<file path="src/core/bsc_pkg.sv">
// shared constants and types for the speed command and advance block
package bsc_pkg;
   // register byte offsets
   localparam logic [7:0] CTRL_OFS = 8'h00;
   localparam logic [7:0] SPD_OFS  = 8'h04;
   localparam logic [7:0] ADV_OFS  = 8'h08;
   localparam logic [7:0] DMD_OFS  = 8'h0C;
   localparam logic [7:0] TADV_OFS = 8'h10;
   // control register field positions
   localparam int SRC_BIT   = 0;
   localparam int RATE_BIT  = 1;
   localparam int OVR_BIT   = 2;
   localparam int AMODE_BIT = 3;
   localparam int SLEW_LSB  = 4;
   localparam int ATTN_LSB  = 7;
   // reset values and maximum demand
   localparam logic [8:0] CTRL_RST = 9'h000;
   localparam logic [8:0] SPD_RST  = 9'h000;
   localparam logic [6:0] ADV_RST  = 7'h00;
   localparam logic [8:0] DMD_MAX  = 9'h1FF;
   // timing
   localparam int CLK_NS      = 100;
   localparam int CLK_HZ      = 10_000_000;
   localparam int ADV_UNIT_NS = 2500;
   localparam int ADV_UNIT_CYC = ADV_UNIT_NS / CLK_NS;
   localparam int PWM_LO_HZ   = 25_000;
   localparam int PWM_HI_HZ   = 50_000;
   localparam logic [8:0] PER_LO = 9'(CLK_HZ / PWM_LO_HZ);
   localparam logic [8:0] PER_HI = 9'(CLK_HZ / PWM_HI_HZ);
   localparam int LOW_STOP_US  = 1000;
   localparam int LOW_STOP_CYC = LOW_STOP_US * 1000 / CLK_NS;
   localparam logic [8:0] PWM_WIN_LAST = 9'h1FE;
   localparam logic [11:0] SLEW_BASE_CYC = 12'h010;
   localparam logic [4:0] DIV_STEPS = 5'h19;
   // axi responses
   localparam logic [1:0] RESP_OK  = 2'h0;
   localparam logic [1:0] RESP_ERR = 2'h2;
   // software controls
   typedef struct packed {
      logic [1:0] atten;
      logic [2:0] slew;
      logic       amode;
      logic       ovr;
      logic       rate;
      logic       src;
   } bsc_ctrl_t;
   // divider states
   typedef enum logic [1:0] {
      ST_IDLE = 2'b01,
      ST_DIV  = 2'b10
   } bsc_div_t;
endpackage : bsc_pkg

</file>
<file path="src/core/bsc_top.sv">
// speed demand selection, slew limit, feedback attenuation and advance time
// Summary of operation
// [RQ1] source bit 0: speed pin is an analog level, ground to 3.3 V rail
// [RQ2] analog level above full-scale gives maximum demand
// [RQ3] analog level between zero and full scale gives linear demand
// [RQ4] analog level below zero-scale gives a stop demand
// [RQ5] source bit 1: speed pin decoded as PWM, duty 0 to 100 percent
// [RQ6] PWM mode demand proportional to measured duty cycle
// [RQ7] PWM input low for the stop time commands a stop
// [RQ8] phase PWM at 25 kHz for rate bit 0, 50 kHz for 1
// [RQ9] serial serial_speed_a bit 1 takes demand from serial speed register
// [RQ10] under serial_speed_a the speed pin is ignored
// [RQ11] 9-bit serial value sets peak drive amplitude
// [RQ12] serial value all ones is maximum demand
// [RQ13] demand changes no faster than the 3-bit slew field allows
// [RQ14] 2-bit field attenuates the current feedback
// [RQ15] drive voltage leads estimated back-EMF by an advance time
// [RQ16] advance mode bit 0 selects mode 0, 1 selects mode 1
// [RQ17] mode 0 keeps advance fixed at the setting
// [RQ18] mode 1 scales setting by (amplitude minus back-EMF) over amplitude
// [RQ19] setting is 2.5 us times mantissa shifted by exponent
// [RQ20] analog and PWM demands use the serial 9-bit scale
// [RQ21] host programs fields first and switches source only when stopped
//
// Our own choices: the register offsets and the AXI4-Lite register port.
`timescale 1ns/1ns
module bsc_top
   import bsc_pkg::*;
#(
   parameter int                 ADC_W      = 10,
   parameter logic [ADC_W-1:0]   ANA_ZS     = 10'h040,
   parameter logic [ADC_W-1:0]   ANA_FS     = 10'h3C0,
   parameter int                 FB_W       = 12,
   parameter logic [23:0]        LOW_STOP_N = 24'(LOW_STOP_CYC)
)
(
   // clock and reset
   input  wire logic             aclk,
   input  wire logic             aresetn,
   // axi4-lite write
   input  wire logic [7:0]       s_axi_awaddr,
   input  wire logic             s_axi_awvalid,
   output logic                  s_axi_awready,
   input  wire logic [31:0]      s_axi_wdata,
   input  wire logic [3:0]       s_axi_wstrb,
   input  wire logic             s_axi_wvalid,
   output logic                  s_axi_wready,
   output logic [1:0]            s_axi_bresp,
   output logic                  s_axi_bvalid,
   input  wire logic             s_axi_bready,
   // axi4-lite read
   input  wire logic [7:0]       s_axi_araddr,
   input  wire logic             s_axi_arvalid,
   output logic                  s_axi_arready,
   output logic [31:0]           s_axi_rdata,
   output logic [1:0]            s_axi_rresp,
   output logic                  s_axi_rvalid,
   input  wire logic             s_axi_rready,
   // speed pin, digitised level and motor estimates
   input  wire logic             speed_pin,
   input  wire logic [ADC_W-1:0] adc_level,
   input  wire logic [8:0]       phase_amp,
   input  wire logic [8:0]       bemf_amp,
   input  wire logic [FB_W-1:0]  fb_in,
   // results
   output logic                  phase_pwm,
   output logic [8:0]            speed_demand,
   output logic                  motor_stop,
   output logic [FB_W-1:0]       fb_out,
   output logic [15:0]           adv_cycles
);

   typedef struct packed {
      bsc_ctrl_t        ctrl;
      logic [8:0]       spd;
      logic [6:0]       adv;
      logic             awready;
      logic             wready;
      logic             aw_got;
      logic             w_got;
      logic [7:0]       waddr;
      logic [31:0]      wdata;
      logic [3:0]       wstrb;
      logic             bvalid;
      logic [1:0]       bresp;
      logic             arready;
      logic             rvalid;
      logic [1:0]       rresp;
      logic [31:0]      rdata;
      logic             sp_s1;
      logic             sp_s2;
      logic [8:0]       win;
      logic [8:0]       hi;
      logic [8:0]       pwm_dmd;
      logic [23:0]      low_cnt;
      logic [8:0]       tgt;
      logic [8:0]       dmd;
      logic [11:0]      slew_cnt;
      logic [8:0]       car;
      logic             pwm;
      logic             stop;
      logic [FB_W-1:0]  fb;
      bsc_div_t         st;
      logic [4:0]       dcnt;
      logic [24:0]      dsh;
      logic [9:0]       rem;
      logic [24:0]      quo;
      logic [8:0]       dvs;
      logic [15:0]      adv_cyc;
   } bsc_state_t;

   bsc_state_t st_r;
   bsc_state_t st_nxt;

   // combinational helpers
   logic [15:0]      set_cyc;
   logic [8:0]       ana_dmd;
   logic [18:0]      ana_prod;
   logic [8:0]       per;
   logic [17:0]      thr;
   logic [11:0]      slew_lim;
   logic [24:0]      num;
   logic [9:0]       trial;
   logic [31:0]      rd_word;
   logic             rd_hit;
   logic             wr_hit;
   // advance setting in clock cycles, one unit is 2.5 us
   // [RQ19] mantissa shifted
   assign set_cyc = 16'(16'({12'h000, st_r.adv[3:0]} << st_r.adv[6:4])
                        * 16'(ADV_UNIT_CYC));
   // analog level onto the 9-bit demand scale
   // [RQ20] common demand scale
   assign ana_prod = 19'(adc_level - ANA_ZS) * 19'(DMD_MAX);
   assign ana_dmd  = 9'(ana_prod / 19'(ANA_FS - ANA_ZS));
   // carrier period and compare level from the current demand
   assign per = st_r.ctrl.rate ? PER_HI : PER_LO;
   assign thr = 18'(st_r.dmd) * 18'(per);
   // slew interval doubles with each step of the field
   assign slew_lim = SLEW_BASE_CYC << st_r.ctrl.slew;
   // mode 1 dividend; back-EMF above amplitude clamps to zero advance
   assign num = (bemf_amp >= phase_amp) ? 25'h0000000
              : 25'(set_cyc) * 25'(phase_amp - bemf_amp);
   assign trial = {st_r.rem[8:0], st_r.dsh[24]};
   // register read decode; unmapped reads return zero with an error
   always_comb
   begin
      rd_word = 32'h00000000;
      rd_hit  = 1'b1;
      unique case (s_axi_araddr)
         CTRL_OFS: rd_word = {23'h000000, st_r.ctrl};
         SPD_OFS:  rd_word = {23'h000000, st_r.spd};
         ADV_OFS:  rd_word = {25'h0000000, st_r.adv};
         DMD_OFS:  rd_word = {23'h000000, st_r.dmd};
         TADV_OFS: rd_word = {16'h0000, st_r.adv_cyc};
         default:  rd_hit  = 1'b0;
      endcase
   end
   // writable registers; read-only and unmapped writes answer an error
   assign wr_hit = (st_r.waddr == CTRL_OFS) || (st_r.waddr == SPD_OFS)
                || (st_r.waddr == ADV_OFS);
   // next state of the whole block
   always_comb
   begin
      st_nxt = st_r;

      // write channel capture, address and data in either order
      if (s_axi_awvalid && st_r.awready)
      begin
         st_nxt.aw_got = 1'b1;
         st_nxt.waddr  = s_axi_awaddr;
      end
      if (s_axi_wvalid && st_r.wready)
      begin
         st_nxt.w_got = 1'b1;
         st_nxt.wdata = s_axi_wdata;
         st_nxt.wstrb = s_axi_wstrb;
      end
      if (st_r.bvalid && s_axi_bready)
         st_nxt.bvalid = 1'b0;
      // commit once both halves are held and the last answer is gone
      if (st_r.aw_got && st_r.w_got && !st_r.bvalid)
      begin
         st_nxt.aw_got = 1'b0;
         st_nxt.w_got  = 1'b0;
         st_nxt.bvalid = 1'b1;
         st_nxt.bresp  = wr_hit ? RESP_OK : RESP_ERR;
         unique case (st_r.waddr)
            CTRL_OFS:
               st_nxt.ctrl = bsc_ctrl_t'({st_r.wstrb[1] ? st_r.wdata[8] : st_r.ctrl[8],
                                          st_r.wstrb[0] ? st_r.wdata[7:0] : st_r.ctrl[7:0]});
            SPD_OFS:
               st_nxt.spd = {st_r.wstrb[1] ? st_r.wdata[8] : st_r.spd[8],
                             st_r.wstrb[0] ? st_r.wdata[7:0] : st_r.spd[7:0]};
            ADV_OFS:
               if (st_r.wstrb[0])
                  st_nxt.adv = st_r.wdata[6:0];
            default: st_nxt.bresp = RESP_ERR;
         endcase
      end
      st_nxt.awready = !st_nxt.aw_got && !st_nxt.bvalid;
      st_nxt.wready  = !st_nxt.w_got && !st_nxt.bvalid;

      // read channel, one outstanding read
      if (st_r.rvalid && s_axi_rready)
         st_nxt.rvalid = 1'b0;
      if (s_axi_arvalid && st_r.arready)
      begin
         st_nxt.rvalid = 1'b1;
         st_nxt.rdata  = rd_word;
         st_nxt.rresp  = rd_hit ? RESP_OK : RESP_ERR;
      end
      st_nxt.arready = !st_nxt.rvalid;

      // pin synchroniser; only the second stage feeds logic
      st_nxt.sp_s1 = speed_pin;
      st_nxt.sp_s2 = st_r.sp_s1;

      // duty measured over a 511-cycle window, so the count is the demand
      // [RQ5] pwm decode
      if (st_r.win == PWM_WIN_LAST)
      begin
         st_nxt.win = 9'h000;
         st_nxt.hi  = 9'h000;
         // [RQ6] duty proportional
         st_nxt.pwm_dmd = st_r.hi + {8'h00, st_r.sp_s2};
      end
      else
      begin
         st_nxt.win = st_r.win + 9'h001;
         st_nxt.hi  = st_r.hi + {8'h00, st_r.sp_s2};
      end
      // low time saturates so a long idle input holds the stop
      if (st_r.sp_s2)
         st_nxt.low_cnt = 24'h000000;
      else if (st_r.low_cnt != LOW_STOP_N)
         st_nxt.low_cnt = st_r.low_cnt + 24'h000001;

      // source selection, serial_speed_a first
      if (st_r.ctrl.ovr)
         // [RQ9] serial value wins, [RQ10] pin ignored, [RQ11] [RQ12]
         st_nxt.tgt = st_r.spd;
      else if (st_r.ctrl.src)
      begin
         // [RQ7] low input stop
         if (st_r.low_cnt == LOW_STOP_N)
            st_nxt.tgt = 9'h000;
         else
            st_nxt.tgt = st_r.pwm_dmd;
      end
      else
      begin
         // [RQ1] analog mode, [RQ2] [RQ3] [RQ4] three bands
         if (adc_level > ANA_FS)
            st_nxt.tgt = DMD_MAX;
         else if (adc_level >= ANA_ZS)
            st_nxt.tgt = ana_dmd;
         else
            st_nxt.tgt = 9'h000;
      end
      st_nxt.stop = (st_nxt.tgt == 9'h000);

      // one demand step per slew interval toward the target
      // [RQ13] rate limited demand
      if (st_r.dmd == st_r.tgt)
         st_nxt.slew_cnt = 12'h000;
      else if (st_r.slew_cnt >= slew_lim - 12'h001)
      begin
         st_nxt.slew_cnt = 12'h000;
         if (st_r.dmd < st_r.tgt)
            st_nxt.dmd = st_r.dmd + 9'h001;
         else
            st_nxt.dmd = st_r.dmd - 9'h001;
      end
      else
         st_nxt.slew_cnt = st_r.slew_cnt + 12'h001;

      // phase carrier; the demand sets the duty, i.e. the amplitude
      // [RQ8] carrier rate
      if (st_r.car >= per - 9'h001)
         st_nxt.car = 9'h000;
      else
         st_nxt.car = st_r.car + 9'h001;
      st_nxt.pwm = (st_r.car < thr[17:9]);

      // feedback attenuation by right shift
      // [RQ14] attenuated feedback
      st_nxt.fb = fb_in >> st_r.ctrl.atten;

      // advance time; the divider reruns continuously in mode 1
      // [RQ15] lead time
      unique case (st_r.st)
         ST_IDLE:
         begin
            // [RQ16] method select
            if (st_r.ctrl.amode)
            begin
               st_nxt.st   = ST_DIV;
               st_nxt.dsh  = num;
               st_nxt.dvs  = phase_amp;
               st_nxt.rem  = 10'h000;
               st_nxt.quo  = 25'h0000000;
               st_nxt.dcnt = 5'h00;
            end
            else
               // [RQ17] fixed advance
               st_nxt.adv_cyc = set_cyc;
         end
         ST_DIV:
         begin
            // [RQ18] restoring division, one quotient bit a cycle
            st_nxt.dsh = {st_r.dsh[23:0], 1'b0};
            st_nxt.rem = (trial >= {1'b0, st_r.dvs}) ? trial - {1'b0, st_r.dvs} : trial;
            st_nxt.quo = {st_r.quo[23:0], trial >= {1'b0, st_r.dvs}};
            st_nxt.dcnt = st_r.dcnt + 5'h01;
            if (st_r.dcnt == DIV_STEPS - 5'h01)
            begin
               st_nxt.st      = ST_IDLE;
               st_nxt.adv_cyc = st_nxt.quo[15:0];
            end
         end
         default: st_nxt.st = ST_IDLE;
      endcase
   end
   // single state register, synchronous reset
   always_ff @(posedge aclk)
   begin
      if (!aresetn)
      begin
         st_r       <= '0;
         st_r.ctrl  <= CTRL_RST;
         st_r.spd   <= SPD_RST;
         st_r.adv   <= ADV_RST;
         st_r.st    <= ST_IDLE;
         st_r.stop  <= 1'b1;
      end
      else
         st_r <= st_nxt;
   end
   // outputs straight from the state register
   assign s_axi_awready = st_r.awready;
   assign s_axi_wready  = st_r.wready;
   assign s_axi_bvalid  = st_r.bvalid;
   assign s_axi_bresp   = st_r.bresp;
   assign s_axi_arready = st_r.arready;
   assign s_axi_rvalid  = st_r.rvalid;
   assign s_axi_rresp   = st_r.rresp;
   assign s_axi_rdata   = st_r.rdata;
   assign phase_pwm     = st_r.pwm;
   assign speed_demand  = st_r.dmd;
   assign motor_stop    = st_r.stop;
   assign fb_out        = st_r.fb;
   assign adv_cycles    = st_r.adv_cyc;
endmodule : bsc_top

</file>
<file path="config.mk">
export PLATFORM = sky130hd
export DESIGN_NAME = bsc_top
export DESIGN_NICKNAME = d
export VERILOG_FILES = /design/src/core/bsc_pkg.sv /design/src/core/bsc_top.sv
export SDC_FILE = /design/constraint.sdc
export NUM_CORES = 1
export LEC_CHECK = 0
export BUFFER_PORTS_ARGS = -buffer_cell sky130_fd_sc_hd__buf_2
export CORE_MARGIN = 2
export CORE_UTILIZATION = 51
export CTS_CLUSTER_SIZE = 16
export DETAILED_ROUTE_END_ITERATION = 6
export PLACE_DENSITY = 0.67
export SLEW_MARGIN = 20
export SYNTH_ARGS = -nofsm -noshare
export SYNTH_HDL_FRONTEND = slang
export SYNTH_SLANG_ARGS = --single-unit
</file>
<file path="constraint.sdc">
create_clock -name aclk -period 15.1 [get_ports aclk]
set_input_delay 4.53 -clock aclk [delete_from_list [all_inputs] [get_ports aclk]]
set_output_delay 4.53 -clock aclk [all_outputs]
set_load 0.02 [all_outputs]
</file>
==> impl_metrics.csv, run 1 <==
group,metric,value,unit
run_status,outcome,"finished, final reports clean",
min_path,hold_depth,1,
min_path,min_to,"s_axi_wready",
min_path,holdCritStartpoint,"st_r[281]",
die,die_y,220,µm
synth,async_flop_share,0,
routing,drtPass1Iterations,5,
global_routing,grt_remaining_overflow,0,
synth,synth.most_common_cell,"inv_1",
die,row_count,79,
clocking,hold_buffers,0,
sta,hold-worst-slack,0.439,ns
sta,hold_viol,0,
routing,drt_iter0_markers,1281,
sta,timing.final.crit_share,0.842,
finish,area_delta_synth_final,7.17,%
finish,diodes,0,
global_routing,grt_pass1_vias,18600,
clocking,cts_setup_buffers,0,
synth,synth_top_cells_by_area,"dfxtp_1 (22%), fa_1 (17%), ha_1 (13%), inv_1 (5.2%), nand2_1 (5.2%)",
critical_path,cp_slowest_cell,"fa_1",
sta,tightest_slew,1.10,ns
die,io_pins,180,
critical_path,r2r_cells,37,
routing,vias_per_cell,5.45,
synth,syn_area,23700,µm²
routing,num_vias,18800,
synth,ys_ff_latch,256,
routing,wl_per_cell,16.0,µm
sta,setup_violations,0,
clocking,root_buffer,"clkbuf_16",
critical_path,critPathKind,"in -> reg",
clocking,tritoncts.num_buffers,29,
run,drv_cap,0,
clocking,htree_levels,1,
finish,drive_above_1_share,0.0982,
sta,fin_tns_setup,0,ns
synth,avgSynthCellArea,8.49,µm²
sta,fin_skew,0.0131,ns
synth,synth_cells,2797,
place,dp_hpwl,43400,µm
global_routing,grtUsageTotal,0.232,
routing,remaining_drc_errors,0,
routing,drt-total-wl,55300,µm
critical_path,arrival,13.22,ns
clocking,clk_latency,0.57,ns
synth,synthFlopType,"dfxtp_1",
finish,nets,3371,
die,die_x,220,µm
die,start_util,0.513,
clocking,clockBufferDepth,3,
synth,synth-edff-count,0,
global_routing,grt_antenna_before_repair,0,
synth,synthDistinctLibCells,101,
sta,slew_headroom,0.260,
critical_path,startpoint_type,"input pin",
place,io_buffers,136,
sta,fmax,78.6,MHz
global_routing,grt_pass1_wl,91800,µm
synth,yosys_warnings,0,
synth,yosysSeqAreaShare,0.216,
critical_path,cp_data_required_time,15.60,ns
sta,min_period,12.72,ns
critical_path,reg2reg_slack,4.77,ns
critical_path,r2r-end,"st_r[84]",
critical_path,crit_fanout,9,
synth,synth_common_cells,"inv_1 (332), nand2_1 (330), nor2_1 (265)",
die,dieArea,48300,µm²
die,core,46300,µm²
sta,drv_slew,0,
routing,ant_nets,0,
clocking,tritoncts,"done",
synth,yosysTopAreaCellShare,0.216,
synth,synth_top_area_cell,"dfxtp_1",
clocking,cts_sinks,256,
global_routing,grt_start_max_net_pins,88,
clocking,cts.reportedPaths.clkPinSlew,0.06,ns
place,globalplace.congestion,0.872,
clocking,post_cts_resized,0,
critical_path,critPathMaxStageDelay,0.60,ns
critical_path,end_kind,"flip-flop",
min_path,min_path_type,"reg -> reg",
critical_path,reg2reg_from,"st_r[290]",
sta,rsz0062_at_grt,"no",
==> registers in the layout (all words and copies together) (netlist names) <==
name,count
st_r,193
adv_cycles,16
s_axi_rdata,16
fb_out,12
speed_demand,9
motor_stop,1
phase_pwm,1
s_axi_arready,1
s_axi_awready,1
s_axi_bresp,1
s_axi_bvalid,1
s_axi_rresp,1
s_axi_rvalid,1
s_axi_wready,1
st_nxt,1
==> stage by stage <==
stage	cell area, µm²	instances	utilization	setup slack [ns]
floorplan	23800	2821	-	2.70
global placement	24500	3406	0.530	1.95
detailed placement	24500	3406	0.530	1.86
CTS	25400	3457	0.550	2.45
global route	25500	3457	0.550	1.73
finish	25500	3457	0.550	2.38
==> worst max-delay path: cells and delay by family <==
kind / cells / cell delay (ns)
XOR/XNOR: 1 / 0.59
AND/OR/NAND/NOR: 8 / 1.90
adder cells (fa/ha/maj): 8 / 3.65
buffers and inverters: 6 / 0.62
AO/OA/AOI/OAI: 8 / 1.92
==> layout make-up <==
| cell class | count | area [µm²] |
|---|---|---|
| clock buffers | 40 | 837 |
| repair buffers | 152 | 801 |
| flip-flops and latches | 256 | 5120 |
| multi-input cells | 2058 | 16600 |
| clock inverters | 11 | 104 |
| well taps | 607 | 759 |
| fillers | 4252 | 20800 |
| inverters | 333 | 1250 |
==> kinds of logic (layout without fill, tap and decap cells) <==
family,count (synthesis),in the layout,share of synthesized area
compound gates,448,448,0.128
xor+xnor,144,144,0.0543
fa+ha+maj,444,444,0.296
buf+inv,507,536,0.0921
flops,256,256,0.216
mux,65,65,0.0340
other cells,2,26,0.000316
simple gates,931,931,0.180
==> placed cells by master (no fill, tap or decap), drive strengths merged, types with 5 or more instances in the layout <==
master   instances
a211o            5
a211oi          24
a21boi          32
a21o            31
a21oi          123
a221oi          12
a31oi           32
and2            45
and3            22
buf            152
clkbuf          40
clkinv           7
conb            26
dfxtp          256
fa             197
ha             244
inv            334
mux2             6
mux2i           47
mux4            12
nand2          332
nand2b          30
nand3           76
nand4           19
nor2           268
nor2b           42
nor3            44
nor4             5
o2111ai          5
o211ai          12
o21a            13
o21ai           78
o21bai          19
o22ai            8
o31a             5
o31ai           11
or2             21
xnor2           75
xor2            68
==> worst max path at each step <==
stage	from	to	slack [ns]
finish	adc_level[6]	motor_stop	2.38
global route	phase_amp[0]	st_r[83]	1.73
CTS	adc_level[6]	motor_stop	2.45
detailed placement	adc_level[6]	motor_stop	1.86
global placement	phase_amp[0]	st_r[83]	1.95
floorplan	phase_amp[0]	st_r[83]	2.70
==> layer usage <==
layer | global-route usage | vias to the layer above | routed length [µm]
li1 | - | 9213 | -
met1 | 0.320 | 9074 | 25400
met2 | 0.385 | 489 | 25600
met3 | 0.0301 | 65 | 3110
met4 | 0.0566 | 0 | 1160
met5 | 0 | - | 0
Power of run 1 is left out: the tool's default activity adds up to more than one toggle a clock period on the data nets, which glitch-free logic cannot reach.
==> inputs of run 2 (changes only) <==
clock period = 12.6 ns   (was 15.1 ns; I/O delays follow)
==> run 2 against run 1 <==
Cell area increased by 0.60%. Sequential cell count unchanged. Via count increased by 0.73%. Clock skew is 0.012 ns higher. Highest routed layer unchanged. Die area did not move. Critical endpoint is now st_r[83].
==> impl_metrics.csv, run 2 (synthesis gave the netlist of run 1 again) <==
group,metric,value,unit
run_status,outcome,"finished, final reports clean",
die,core,46300,µm²
global_routing,grt_pass1_wl,91700,µm
die,start_util,0.513,
global_routing,met2_usage,0.382,
clocking,root_buffer,"clkbuf_16",
critical_path,crit_top_cell,"inv_1",
place,io_buffers,136,
sta,rsz0062_at_grt,"no",
place,dp_hpwl,43800,µm
clocking,tritoncts.num_buffers,29,
routing,drt-total-wl,55600,µm
critical_path,cp_data_required_time,13.12,ns
die,die_y,220,µm
sta,drv_slew,0,
clocking,cts_sinks,256,
routing,vias_per_cell,5.47,
global_routing,met1_usage,0.321,
clocking,clockBufferDepth,3,
critical_path,critPathMaxStageDelay,0.62,ns
clocking,clk_latency,0.58,ns
die,row_count,79,
global_routing,grt_busiest_layer,"met2",
min_path,hold_depth,1,
sta,fin_tns_setup,0,ns
finish,fill_cells,4267,
die,dieArea,48300,µm²
finish,layout_common_cells,"inv_1 (332), nand2_1 (330), nor2_1 (264)",
routing,drt_iter0_markers,1255,
critical_path,r2r-end,"st_r[84]",
sta,min_period,11.76,ns
min_path,holdCritStartpoint,"st_nxt[196]",
critical_path,arrival,12.28,ns
global_routing,met3_usage,0.0279,
critical_path,crit_fanout,14,
clocking,tritoncts,"done",
critical_path,reg2reg_slack,2.12,ns
global_routing,grt_pass1_vias,18600,
finish,regArea,5120,µm²
clocking,cts_setup_buffers,0,
critical_path,critPathKind,"in -> reg",
routing,remaining_drc_errors,0,
routing,drtPass1Iterations,6,
critical_path,startpoint_type,"input pin",
min_path,min_path_type,"reg -> reg",
routing,num_vias,19000,
sta,fmax,85.0,MHz
clocking,htree_levels,1,
sta,fin_skew,0.0249,ns
finish,drive_above_1_share,0.102,
run,drv_cap,0,
finish,multi_input_area,16600,µm²
sta,timing.final.crit_share,0.933,
finish,diodes,0,
min_path,min_to,"st_r[196]",
clocking,cts.reportedPaths.clkPinSlew,0.06,ns
critical_path,reg2reg_from,"st_r[290]",
critical_path,cp_slowest_cell,"or4b_2",
global_routing,grt_start_max_net_pins,88,
finish,nets,3380,
die,die_x,220,µm
sta,slew_headroom,0.331,
finish,largest_register_ffs,193,
finish,largest-register,"st_r",
sta,hold_viol,0,
finish,area_delta_synth_final,7.81,%
clocking,post_cts_resized,0,
clocking,hold_buffers,0,
routing,wl_per_cell,16.0,µm
global_routing,grt_remaining_overflow,0,
global_routing,grt_antenna_before_repair,0,
sta,setup_violations,0,
critical_path,end_kind,"flip-flop",
finish,final_common_cell,"inv_1",
die,io_pins,180,
global_routing,grtUsageTotal,0.231,
critical_path,r2r_cells,37,
place,globalplace.congestion,0.875,
routing,ant_nets,0,
sta,tightest_slew,0.995,ns
run 2: changes by cell type in the layout (fill, tap and decap cells not counted), moves of 2 or more:
cell / delta
xor2_2: -2
xor2_1: +2
clkinv_2: -2
bufinv_16: +3
clkbuf_8: +2
clkbuf_1: -3
buf_4: +9
run 2: area by class of cell:
type	instances	share of cell area
Multi-Input combinational cell	2058	0.646
Sequential cell	256	0.200
Inverter	333	0.0489
Tap cell	607	0.0297
Clock inverter	13	0.00757
Timing Repair Buffer	161	0.0339
Clock buffer	39	0.0333
run 2: worst max path at each step:
stage | to | from | cells past startpoint | slack [ns]
after global placement | st_r[83] | phase_amp[0] | 38 | 0.46
after CTS | st_r[83] | phase_amp[0] | 38 | 0.88
after floorplan | st_r[83] | phase_amp[0] | 35 | 0.95
final | st_r[83] | phase_amp[0] | 38 | 0.84
after global routing | st_r[83] | phase_amp[0] | 38 | 0.23
after detailed placement | st_r[83] | phase_amp[0] | 38 | 0.31
run 2: metal layers:
metal  up-vias  wire [µm]
li1       9247          -
met1      9161      25900
met2       499      25700
met3        71       2960
met4         0       1090
met5         -          0
run 2: worst max-delay path: cells and delay by family:
family | cells | cell delay, ns
compound gates | 17 | 3.51
xor+xnor | 1 | 0.22
fa+ha+maj | 8 | 3.07
buf+inv | 9 | 0.83
simple gates | 3 | 0.86
run 2: stage by stage:
step	area (µm²)	utilization	setup WS, ns	hold WS, ns	instances
floorplan	23800	-	0.948	0.412	2821
global placement	24500	0.531	0.460	0.422	3415
detailed placement	24500	0.531	0.312	0.423	3415
CTS	25600	0.553	0.883	0.437	3467
global route	25600	0.554	0.227	0.451	3467
finish	25600	0.554	0.838	0.432	3467
Power of run 2 is left out for the same reason.
==> inputs of run 3 (changes only) <==
CORE_UTILIZATION = 50   (was 51)
PLACE_DENSITY = 0.66   (was 0.67)
==> run 3 against run 2 <==
The flow now finishes with violations (DRC). Cell count is essentially flat. Count of clock-buffer cells in the layout shrank 1. Non-clock buffer count down 2.
==> impl_metrics.csv, run 3 (synthesis gave the netlist of run 1 again) <==
group,metric,value,unit
critical_path,critPathMaxStageDelay,0.62,ns
clocking,clockBufferDepth,3,
sta,drv_slew,0,
routing,drtPass1Iterations,7,
clocking,clk_latency,0.58,ns
die,row_count,79,
finish,nets,3379,
die,io_pins,180,
global_routing,met3_usage,0.0327,
global_routing,grt_pass1_vias,18900,
place,place_inst,3413,
clocking,root_buffer,"clkbuf_16",
finish,fill_cells,4333,
global_routing,grt_pass1_wl,93200,µm
global_routing,grt_busiest_layer,"met2",
place,globalplace.congestion,0.888,
place,io_buffers,136,
clocking,tritoncts.num_buffers,30,
die,dieArea,49300,µm²
finish,final_common_cell,"inv_1",
clocking,hold_buffers,0,
sta,tightest_slew,1.09,ns
clocking,tritoncts,"done",
clocking,cts.reportedPaths.clkPinSlew,0.07,ns
global_routing,grtUsageTotal,0.226,
global_routing,met2_usage,0.375,
finish,drive_above_1_share,0.101,
routing,remaining_drc_errors,1,
critical_path,startpoint_type,"input pin",
finish,fin_cells,3468,
sta,min_period,11.73,ns
finish,multi_input_area,16600,µm²
finish,largest_register_ffs,193,
sta,setup_violations,0,
critical_path,critPathKind,"in -> reg",
run,drv_cap,0,
die,core,46800,µm²
sta,timing.final.crit_share,0.931,
routing,num_vias,19000,
sta,fin_tns_setup,0,ns
finish,diodes,0,
run_status,outcome,"finished, violations left",
critical_path,critPathBufInv,9,
critical_path,crit_top_cell,"inv_1",
finish,layout_common_cells,"inv_1 (332), nand2_1 (330), nor2_1 (265)",
finish,regArea,5120,µm²
place,dp_hpwl,43900,µm
global_routing,met1_usage,0.308,
sta,fin_skew,0.0174,ns
critical_path,crit_fanout,14,
critical_path,arrival,12.26,ns
clocking,post_cts_resized,0,
finish,area_delta_synth_final,7.61,%
routing,wl_per_cell,16.0,µm
global_routing,grt_antenna_before_repair,1,
routing,ant_nets,0,
die,die_y,222,µm
clocking,htree_levels,1,
sta,hold_viol,0,
sta,fmax,85.2,MHz
sta,rsz0062_at_grt,"no",
finish,largest-register,"st_r",
die,die_x,222,µm
critical_path,end_kind,"flip-flop",
global_routing,grt_start_max_net_pins,93,
routing,drt_iter0_markers,1226,
critical_path,cp_data_required_time,13.12,ns
clocking,cts_sinks,256,
routing,vias_per_cell,5.48,
sta,slew_headroom,0.273,
min_path,min_path_type,"reg -> reg",
global_routing,grt_remaining_overflow,0,
run_status,violations,"DRC",
die,start_util,0.508,
clocking,cts_setup_buffers,0,
critical_path,cp_slowest_cell,"or4b_2",
critical_path,critPathTopFamily,"compound AO/OA/AOI/OAI gates",
routing,drt-total-wl,55500,µm
## run 3: cell types whose count changed in the layout (fill, tap and decap cells not counted), moves of 2 or more
cell      delta
buf_4        -2
clkbuf_1     +3
clkbuf_8     -5
clkinv_2     +3
## run 3: stage by stage
stage	setup slack [ns]	hold WS [ns]	instance area (µm²)	utilization
4_1_cts	0.921	0.455	25500	0.546
3_5_place_dp	0.319	0.441	24500	0.525
3_3_place_gp	0.441	0.427	24500	0.525
6_report	0.868	0.446	25600	0.547
2_1_floorplan	0.948	0.412	23800	-
5_1_grt	0.252	0.472	25600	0.547
## run 3: worst register-to-register path: cells and delay by family (launching register included)
kind | cells | cell delay (ns)
buffers and inverters | 4 | 0.48
XOR/XNOR | 1 | 0.63
adder cells (fa/ha/maj) | 10 | 4.31
AO/OA/AOI/OAI | 13 | 2.72
multiplexers | 1 | 0.35
flip-flops | 1 | 0.60
AND/OR/NAND/NOR | 4 | 1.24
## run 3: layer usage
layer / vias up / share of wire
li1: 9241 / -
met1: 9163 / 0.46
met2: 502 / 0.46
met3: 82 / 0.057
met4: 2 / 0.025
met5: - / 0.00023
## run 3: final timing paths
kind / endpoint / slack [ns] / from / cells after the start
worst min register to register: st_r[196] / 0.45 / st_nxt[196] / 1
worst max register to register: st_r[83] / 2.21 / st_r[289] / 33
worst max-delay path: st_r[83] / 0.87 / phase_amp[0] / 38
worst min-delay path: st_r[196] / 0.45 / st_nxt[196] / 1
## run 3: area by class of cell
type / count / area share
sequential: 256 / 0.201
clock buffer: 38 / 0.0321
multi-input combinational: 2058 / 0.648
tap: 607 / 0.0297
clock inverter: 17 / 0.00759
timing repair buffer: 159 / 0.0334
inverter: 333 / 0.0490
Power of run 3 is left out for the same reason.
